File: config.mk
export PLATFORM = sky130hd
export DESIGN_NAME = adc_calibration_control
export DESIGN_NICKNAME = d
export VERILOG_FILES = /design/src/common/adc_cal_pkg.sv /design/src/rtl/adc_calibration_control.sv
export VERILOG_INCLUDE_DIRS = /design/src /design/src/common
export SDC_FILE = /design/constraint.sdc
export NUM_CORES = 1
export LEC_CHECK = 0
export BUFFER_PORTS_ARGS = -buffer_cell sky130_fd_sc_hd__clkbuf_2
export CORE_UTILIZATION = 40
export CTS_BUF_LIST = sky130_fd_sc_hd__clkbuf_8
export DETAILED_ROUTE_END_ITERATION = 8
export GPL_ROUTABILITY_DRIVEN = 0
export RECOVER_POWER = 25
export SYNTH_ARGS = -nofsm -noshare
export SYNTH_HDL_FRONTEND = slang
export SYNTH_SLANG_ARGS = --single-unit
File: constraint.sdc
create_clock -name core_clk_i -period 2.4 [get_ports core_clk_i]
set_input_delay 0.12 -clock core_clk_i [delete_from_list [all_inputs] [get_ports core_clk_i]]
set_output_delay 0.12 -clock core_clk_i [all_outputs]
set_load 0.01 [all_outputs]
File: src/common/adc_cal_defs.svh
`ifndef ADC_CAL_DEFS_SVH
`define ADC_CAL_DEFS_SVH

// Register offsets
`define OFS_OSC_TUNE          8'h59
`define OFS_SYNTH_HOLD        8'h5c
`define OFS_OSC_CAL_CONTROL   8'h5d
`define OFS_OSC_CAL_STATUS    8'h5e
`define OFS_ADC_CAL_ENABLE    8'h61
`define OFS_ADC_CALIB_CFG_A   8'h62

// Field positions
`define OSC_SETTLE_MSB        6
`define OSC_SETTLE_LSB        4
`define OSC_ENABLE_BIT        0
`define CFG_BG_OFFSET_BIT     3
`define CFG_FG_OFFSET_BIT     2
`define CFG_BG_CAL_BIT        1
`define CFG_FG_RUN_BIT        0

// Reset values
`define RST_OSC_TUNE          7'h00
`define RST_SYNTH_HOLD        1'b0
`define RST_OSC_SETTLE        3'h4
`define RST_OSC_ENABLE        1'b0
`define RST_CAL_RUN           1'b1
`define RST_CALIB_CFG         4'h1

// Timing: base settle wait in cycles, doubled per settle code step
`define OSC_SETTLE_BASE       12'h010
`define OSC_TUNE_MSB_IDX      3'h6

`endif

File: src/common/adc_cal_pkg.sv
package adc_cal_pkg;

    typedef enum logic {
        OSC_IDLE,
        OSC_SETTLE
    } osc_state_t;

    typedef enum logic [2:0] {
        CAL_HOLD,
        CAL_CLEAR,
        FG_STEP,
        BG_STEP,
        CAL_DONE
    } cal_state_t;

    typedef struct packed {
        logic [6:0]  tune;
        logic        hold;
        logic        hold_d;
        logic [2:0]  settle;
        logic        osc_en;
        logic        osc_done;
        osc_state_t  osc_st;
        logic [2:0]  bit_idx;
        logic [11:0] wait_cnt;
        logic        cal_run;
        logic [3:0]  cfg;
        cal_state_t  cal_st;
        logic [7:0]  rdata;
    } state_t;

endpackage

File: src/rtl/adc_calibration_control.sv
`timescale 1ns/100ps
`include "adc_cal_defs.svh"
// Contract
// Settle field scales wait after each tune step
// Oscillator calibration starts when synth hold released
// Engine searches tune code toward reference centre
// Host changes oscillator control only under hold
// Complete flag set after finish or skip
// Host leaves tune code alone while running
// Run bit resets one; zero holds calibration
// Clearing run bit resets processing/link dividers
// Clear run, reconfigure, set run again
// Run before link enable; link off first
// Bit 3 background offset, needs background
// Bit 2 foreground offset, needs foreground
// Bit 1 enables background calibration
// Bit 0 clears values, selects foreground run; code clears on every run start, bit 0 only selects foreground
// Host sets hold around synthesizer programming
// Seven-bit tune code, engine fills, host reloads
// Run rising edge starts sequence, foreground first
module adc_calibration_control
    import adc_cal_pkg::*;
(
    input  wire logic       core_clk_i,
    input  wire logic       sys_rst_i,
    input  wire logic [7:0] reg_addr_i,
    input  wire logic       reg_wr_i,
    input  wire logic [7:0] reg_wdata_i,
    output logic      [7:0] reg_rdata_o,
    input  wire logic       osc_fast_i,
    input  wire logic       fg_cal_done_i,
    output logic      [6:0] osc_tune_code_o,
    output logic            synth_hold_o,
    output logic            osc_cal_complete_o,
    output logic            cal_reset_o,
    output logic            divider_reset_o,
    output logic            clear_cal_o,
    output logic            fg_cal_active_o,
    output logic            fg_offset_cal_o,
    output logic            bg_cal_active_o,
    output logic            bg_offset_cal_o
);

    state_t s;
    state_t next_s;
    logic   wr_tune;
    logic   hold_fell;

    // Write decode for the engine-shared tune register
    assign wr_tune   = reg_wr_i && (reg_addr_i == `OFS_OSC_TUNE);
    assign hold_fell = s.hold_d && !s.hold;

    // Next-state logic for registers, oscillator engine and calibration sequencer
    always_comb begin
        next_s        = s;
        next_s.hold_d = s.hold;

        // Register writes; reserved bits are not stored and read zero
        if (reg_wr_i) begin
            unique case (reg_addr_i)
                `OFS_SYNTH_HOLD:      next_s.hold = reg_wdata_i[0];
                `OFS_OSC_CAL_CONTROL: begin
                    next_s.settle = reg_wdata_i[`OSC_SETTLE_MSB:`OSC_SETTLE_LSB];
                    next_s.osc_en = reg_wdata_i[`OSC_ENABLE_BIT];
                end
                `OFS_ADC_CAL_ENABLE:  next_s.cal_run = reg_wdata_i[0];
                `OFS_ADC_CALIB_CFG_A: next_s.cfg = reg_wdata_i[3:0];
                default: ;
            endcase
        end
        // Engine owns the tune code while running; host writes then dropped
        if (wr_tune && s.osc_st == OSC_IDLE) begin
            next_s.tune = reg_wdata_i[6:0];
        end

        // Oscillator calibration engine, successive approximation MSB first
        if (s.hold) begin
            // Hold aborts any search and invalidates the result
            next_s.osc_st   = OSC_IDLE;
            next_s.osc_done = 1'b0;
        end else begin
            unique case (s.osc_st)
                OSC_IDLE: begin
                    if (hold_fell && s.osc_en) begin
                        next_s.osc_st   = OSC_SETTLE;
                        next_s.osc_done = 1'b0;
                        next_s.bit_idx  = `OSC_TUNE_MSB_IDX;
                        next_s.tune     = 7'h40;
                        next_s.wait_cnt = (`OSC_SETTLE_BASE << s.settle) - 12'h001;
                    end else if (!s.osc_en) begin
                        next_s.osc_done = 1'b1;
                    end
                end
                OSC_SETTLE: begin
                    if (s.wait_cnt != 12'h000) begin
                        next_s.wait_cnt = s.wait_cnt - 12'h001;
                    end else begin
                        // Oscillator above target: back this bit out
                        if (osc_fast_i) begin
                            next_s.tune[s.bit_idx] = 1'b0;
                        end
                        if (s.bit_idx == 3'h0) begin
                            next_s.osc_st   = OSC_IDLE;
                            next_s.osc_done = 1'b1;
                        end else begin
                            next_s.bit_idx                 = s.bit_idx - 3'h1;
                            next_s.tune[s.bit_idx - 3'h1] = 1'b1;
                            next_s.wait_cnt = (`OSC_SETTLE_BASE << s.settle) - 12'h001;
                        end
                    end
                end
            endcase
        end

        // Converter calibration sequencer; a cleared run bit holds everything
        if (!s.cal_run) begin
            next_s.cal_st = CAL_HOLD;
        end else begin
            unique case (s.cal_st)
                CAL_HOLD:  next_s.cal_st = CAL_CLEAR;
                CAL_CLEAR: begin
                    // Stored values always cleared; foreground only when selected
                    if (s.cfg[`CFG_FG_RUN_BIT]) begin
                        next_s.cal_st = FG_STEP;
                    end else if (s.cfg[`CFG_BG_CAL_BIT]) begin
                        next_s.cal_st = BG_STEP;
                    end else begin
                        next_s.cal_st = CAL_DONE;
                    end
                end
                FG_STEP: begin
                    if (fg_cal_done_i) begin
                        next_s.cal_st = s.cfg[`CFG_BG_CAL_BIT] ? BG_STEP : CAL_DONE;
                    end
                end
                BG_STEP: begin
                    if (!s.cfg[`CFG_BG_CAL_BIT]) begin
                        next_s.cal_st = CAL_DONE;
                    end
                end
                CAL_DONE: ;
                default:  next_s.cal_st = CAL_HOLD;
            endcase
        end

        // Read data, one cycle after the address is presented
        unique case (reg_addr_i)
            `OFS_OSC_TUNE:        next_s.rdata = {1'b0, s.tune};
            `OFS_SYNTH_HOLD:      next_s.rdata = {7'h00, s.hold};
            `OFS_OSC_CAL_CONTROL: next_s.rdata = {1'b0, s.settle, 3'h0, s.osc_en};
            `OFS_OSC_CAL_STATUS:  next_s.rdata = {7'h00, s.osc_done};
            `OFS_ADC_CAL_ENABLE:  next_s.rdata = {7'h00, s.cal_run};
            `OFS_ADC_CALIB_CFG_A: next_s.rdata = {4'h0, s.cfg};
            default:              next_s.rdata = 8'h00;
        endcase
    end

    // State register; run bit resets high so calibration follows power-up
    always_ff @(posedge core_clk_i or posedge sys_rst_i) begin
        if (sys_rst_i) begin
            s          <= '0;
            s.tune     <= `RST_OSC_TUNE;
            s.hold     <= `RST_SYNTH_HOLD;
            s.settle   <= `RST_OSC_SETTLE;
            s.osc_en   <= `RST_OSC_ENABLE;
            s.osc_st   <= OSC_IDLE;
            s.cal_run  <= `RST_CAL_RUN;
            s.cfg      <= `RST_CALIB_CFG;
            s.cal_st   <= CAL_HOLD;
        end else begin
            s <= next_s;
        end
    end

    // Outputs
    assign reg_rdata_o        = s.rdata;
    assign osc_tune_code_o    = s.tune;
    assign synth_hold_o       = s.hold;
    assign osc_cal_complete_o = s.osc_done;
    assign cal_reset_o        = !s.cal_run;
    assign divider_reset_o    = !s.cal_run;
    assign clear_cal_o        = (s.cal_st == CAL_CLEAR);
    assign fg_cal_active_o    = (s.cal_st == FG_STEP);
    assign fg_offset_cal_o    = fg_cal_active_o && s.cfg[`CFG_FG_OFFSET_BIT];
    assign bg_cal_active_o    = (s.cal_st == BG_STEP);
    assign bg_offset_cal_o    = bg_cal_active_o && s.cfg[`CFG_BG_OFFSET_BIT];
endmodule // adc_calibration_control

Yosys cells after proc, flatten, opt, wreduce, memory -nomap -nowiden

Index checks and enable logic that the tools add are counted.

$add $sub $neg: 3
$lt $le $gt $ge: 4
Eq/ne operators: 20
Shift operators: 1
Multiplexer cells: 30
Bitwise logic cells: 5
Reduce and logical (&&, ||, !) cells: 21

Operators by type and width:

| operator              | number |
|---|---|
| $mux 7                | 9 |
| $eq 8x7->1 const B    | 6 |
| $pmux 7 s6            | 1 |
| $pmux 17 s2           | 1 |
| $sub 12x1->12 const B | 2 |
| $mux 16               | 1 |
| $mux 15               | 1 |
| $mux 3                | 5 |
| $pmux 3 s5            | 1 |
| $pmux 7 s2            | 1 |
| $mux 12               | 1 |
| $ne 3x3->1 const B    | 4 |
| $reduce_bool 12->1    | 1 |
| $shl 5x3->12 const A  | 1 |
| $reduce_and 3->1      | 3 |
| $logic_and 1x1->1     | 8 |
| $lt 3x4->1 const B    | 2 |
| $reduce_and 2->1      | 4 |
| $and 7x7->7           | 1 |
| $not 7->7             | 1 |
| $or 7x7->7            | 1 |
| $demux 1 s3           | 2 |
| $eq 3x2->1 const B    | 2 |
| $ge 3x1->1 const B    | 2 |
| 14 further kinds      | 23 |

Register bits after elaboration: 46
Input port bits: 21
Output and inout port bits: 24
Word-level logic and storage cells: 97

Depth between registers and ports, before layout

Word-level depth: 15
Mapped depth: 9
Gate-level depth less buffers: 8

Worst setup path before layout

Ideal clock, no wire load.

Path type: flip-flop to flip-flop
Start point: register s[16] (netlist bit)
End point: register s[25] (netlist bit)
Setup time: 0.126 ns
Arrival: 2.368 ns
Required time: 2.274 ns
Slack: -0.094 ns
Stages on the path, launching flop included: 10
Buffers on the path: 1
Clock period less this slack: 2.494 ns
Cell sequence: dfrtp_1 > inv_1 > ha_1 > or4b_4 > or4_4 > buf_6 > o21bai_4 > inv_2 > and2_4 > a221o_1

Word-level cells in the longest chain between the ends: 3
Elaborated cells between the ends (all ways): 6
Those cells by class: add/sub (1); eq/ne (1); mux (2); reduce/logical (2)

Ends and longest elaborated chain:

| item                                                | RTL line                                                     | text |
|---|---|---|
| start, declared                                     | adc_calibration_control.sv:44                                | `state_t s;` |
| start signal, assigned                              | adc_calibration_control.sv:171                               | `s <= next_s;` |
| $sub 12x1->12 or $reduce_bool 12->1 (tied branches) | adc_calibration_control.sv:96, adc_calibration_control.sv:95 |  |
| $mux 12 or $ne 3x3->1 (tied branches)               | --                                                           |  |
| $pmux 17 s2 or $reduce_and 3->1 (tied branches)     | --                                                           |  |

Several ways; a longest one is shown, not always the timed one.
A chain may end at the register's enable or synchronous reset.

Worst setup path after layout

Start point: register s[17] (netlist bit)
End point: register s[25] (netlist bit)

The elaborated chain is that of the path after synthesis.

==> flow_summary.ini <==
[status]
status = finished with violations
violations = capacitance limit, slew limit

[hold_path]
whs_endpoint = s[34]
hold_path.class = input pin to flip-flop
holdCritStartpoint = reg_wdata_i[4]
whs_path_depth = 2

[yosys]
synth_xor_area_frac = 0
synth-simple-area-share = 0.210
synth_edf_count = 0
synthMuxAreaShare = 0.0855
synth_top_family_by_area = simple AND/OR/NAND/NOR gates
syn-cell-area_mm2 = 0.00277
syn_inst = 300
synth-main-ff-cell = dfrtp_1
synth_seq_cells = 45
synth_compound_area_frac = 0.196
yosysSeqAreaShare = 0.408
ys_warn_count = 0
synthAdderAreaFrac = 0.0136
synth_nets = 324
yosys.cell_types.count = 60
async_reset_ff_frac = 1.00
syn_avg_cell_area_um2 = 9.22

[final_layout]
seqCellArea_mm2 = 0.00113
antenna_cells = 0
stdcell_area_mm2 = 0.00314
fin_nets = 361
multi_input_area_mm2 = 0.00143
final_cell_count_no_fill = 415
finish.utilization = 0.484
syn_to_final_growth_pct = 13.7
fillers = 630
drive_gt1_frac = 0.296

[drt]
wl_per_cell_um = 16.2
first_pass_iters = 4
wirelength_um = 6730
vias = 2386
drt_iter0_drc = 101
via_per_inst = 5.75
antenna_left = 0
route.detailed.drc = 0

[sta]
period_needed_ns = 2.36
fin_ws_ns = 0.0363
finalSetupViolCount = 0
fin_setup_tns_ns = 0
hold_violations = 0
post-route-period-util = 0.985
holdWs_ns = 0.0834
finalMaxSlewViolations = 46
skew_ns = 0.0115
fmax_mhz = 423
relSlewSlack = -0.131
rsz0062_at_grt = true
worst_pin_slew_ns = 1.70

[grt]
grt_max_degree = 46
grt_pass1_vias = 2235
antenna_found_initial = 0
grt_usage = 0.194
grt_overflow_total = 0
grt_pass1_wl_um = 11100

[power_and_ir_drop]
power.density_mw_per_mm2 = 664
leakage_nw = 1.46
peakVddDrop_mv = 0.375
power_mw = 2.09

[floorplanning]
core-area_mm2 = 0.00649
num_rows = 29
initial_core_util = 0.426
die_w_um = 85.2
io_pins = 45
dieArea_mm2 = 0.00725
die_h_um = 85.2

[clock_network]
insertion_delay_ns = 0.29
clkSlewWorstSetupHoldPaths_ns = 0.09
htree_levels = 2
cts_buffers = 5
clock_path_buffers = 2
clockRootBuffer = clkbuf_8
postCtsHoldBufs = 0
tritoncts = done
cts_sinks = 45

[setup_path]
worst-endpoint-arrival_ns = 2.54
max_stage_delay_ns = 0.49
end_kind = flip-flop
cp.depth = 8
crit_family = simple AND/OR/NAND/NOR gates
reg2regPathDepth = 8
r2r_start = s[17]
crit_path_cell_trace = inv_1, ha_2, or4b_4, or4_4, o21bai_4, inv_2, and2_4, a221o_1
crit_slowest_cell = or4b_4
start_kind = flip-flop
path_max_fanout = 5
regToRegEndpoint = s[25]
reg2reg_setup_slack_ns = 0.04
critical_path_class = flip-flop to flip-flop
critical_path_buf_inv_count = 2
cp.required_ns = 2.57

[placement]
pre_cts_ws_ns = 0.0296
dp_cells = 406
port_buffers = 42
dp_hpwl_um = 5060
placed_area_mm2 = 0.00303

[job]
maxCapViolCount = 1
-- state kept, by name (all words and copies together), names as in the netlist --
signal and flops:
s 29, osc_tune_code_o 7, reg_rdata_o 7, osc_cal_complete_o 1, synth_hold_o 1
-- metal layers --
metal | track usage | vias up | routed length, µm
met3 | 0.0360 | 8 | 318
met1 | 0.281 | 1155 | 3270
met4 | 0.0447 | 0 | 76
met2 | 0.304 | 67 | 3070
met5 | 0 | - | 0
li1 | - | 1156 | -
-- Yosys cell counts (4+ instances only) --
cell type,n,share of area
nand2_1,22,0.030
nor3_1,11,0.020
dfrtp_1,42,0.38
a22o_1,7,0.022
nand3_1,8,0.014
a311oi_1,4,0.013
and3_1,6,0.014
a21oi_1,12,0.022
or2_2,4,0.0090
nand2b_1,5,0.011
o21ai_0,22,0.040
nor2_1,27,0.037
mux2_2,13,0.053
buf_4,16,0.043
mux2i_1,9,0.033
or3_1,4,0.0090
inv_1,12,0.016
clkbuf_1,9,0.012
-- power breakdown --
| group | total [mW] | internal (mW) | switching, mW |
|---|---|---|---|
| sequential | 0.882 | 0.821 | 0.0606 |
| clock | 0.486 | 0.234 | 0.253 |
| combinational | 0.721 | 0.306 | 0.416 |
| total | 2.09 | 1.36 | 0.729 |
-- worst max-delay path by stage --
| stage | start | to | slack (ns) |
|---|---|---|---|
| detailed placement | s[17] | osc_tune_code_o[3] | 0.03 |
| global placement | s[17] | osc_tune_code_o[3] | 0.07 |
| global route | s[16] | s[25] | -0.04 |
| finish | s[17] | s[25] | 0.04 |
| floorplan | s[16] | s[25] | 0.009 |
| CTS | s[17] | osc_tune_code_o[3] | 0.01 |
-- repair_timing --
item	CTS	global route
resized for setup	0	3
buffers inserted	0	0
endpoints found under the setup margin	0	10
-- logic make-up after synthesis --
family	Yosys count
buffers and inverters	42
muxes	22
DFF	45
adders and majority gates	3
other	1
AOI/OAI and AO/OA	78
and+or+nand+nor	109
-- cell type report --
class / instances / area share
Clock buffer: 6 / 0.0263
Multi-Input combinational cell: 214 / 0.455
Tap cell: 77 / 0.0306
Timing Repair Buffer: 58 / 0.109
Clock inverter: 2 / 0.00438
Inverter: 13 / 0.0155
Sequential cell: 45 / 0.359
-- cell usage in the layout (no fill, tap or decap), types with 4 or more instances in the layout --
cell type	n
clkbuf_2	42
dfrtp_1	42
nor2_1	26
nand2_1	22
o21ai_0	22
buf_4	15
mux2_2	13
a21oi_1	12
inv_1	12
nor3_1	10
mux2i_1	9
nand3_1	8
a22o_1	7
and3_1	6
clkbuf_8	6
nand2b_1	5
or2_2	4
or3_1	4
a311oi_1	4
-- worst register-to-register path, delay by kind of cell, from the launching register on --
kind                       cells  cell delay, ns
AOI/OAI and AO/OA              2            0.43
buffers and inverters          2            0.14
and+or+nand+nor                3            1.12
adders and majority gates      1            0.16
DFF                            1            0.38
No activity file was read; power rests on OpenSTA's default activity.
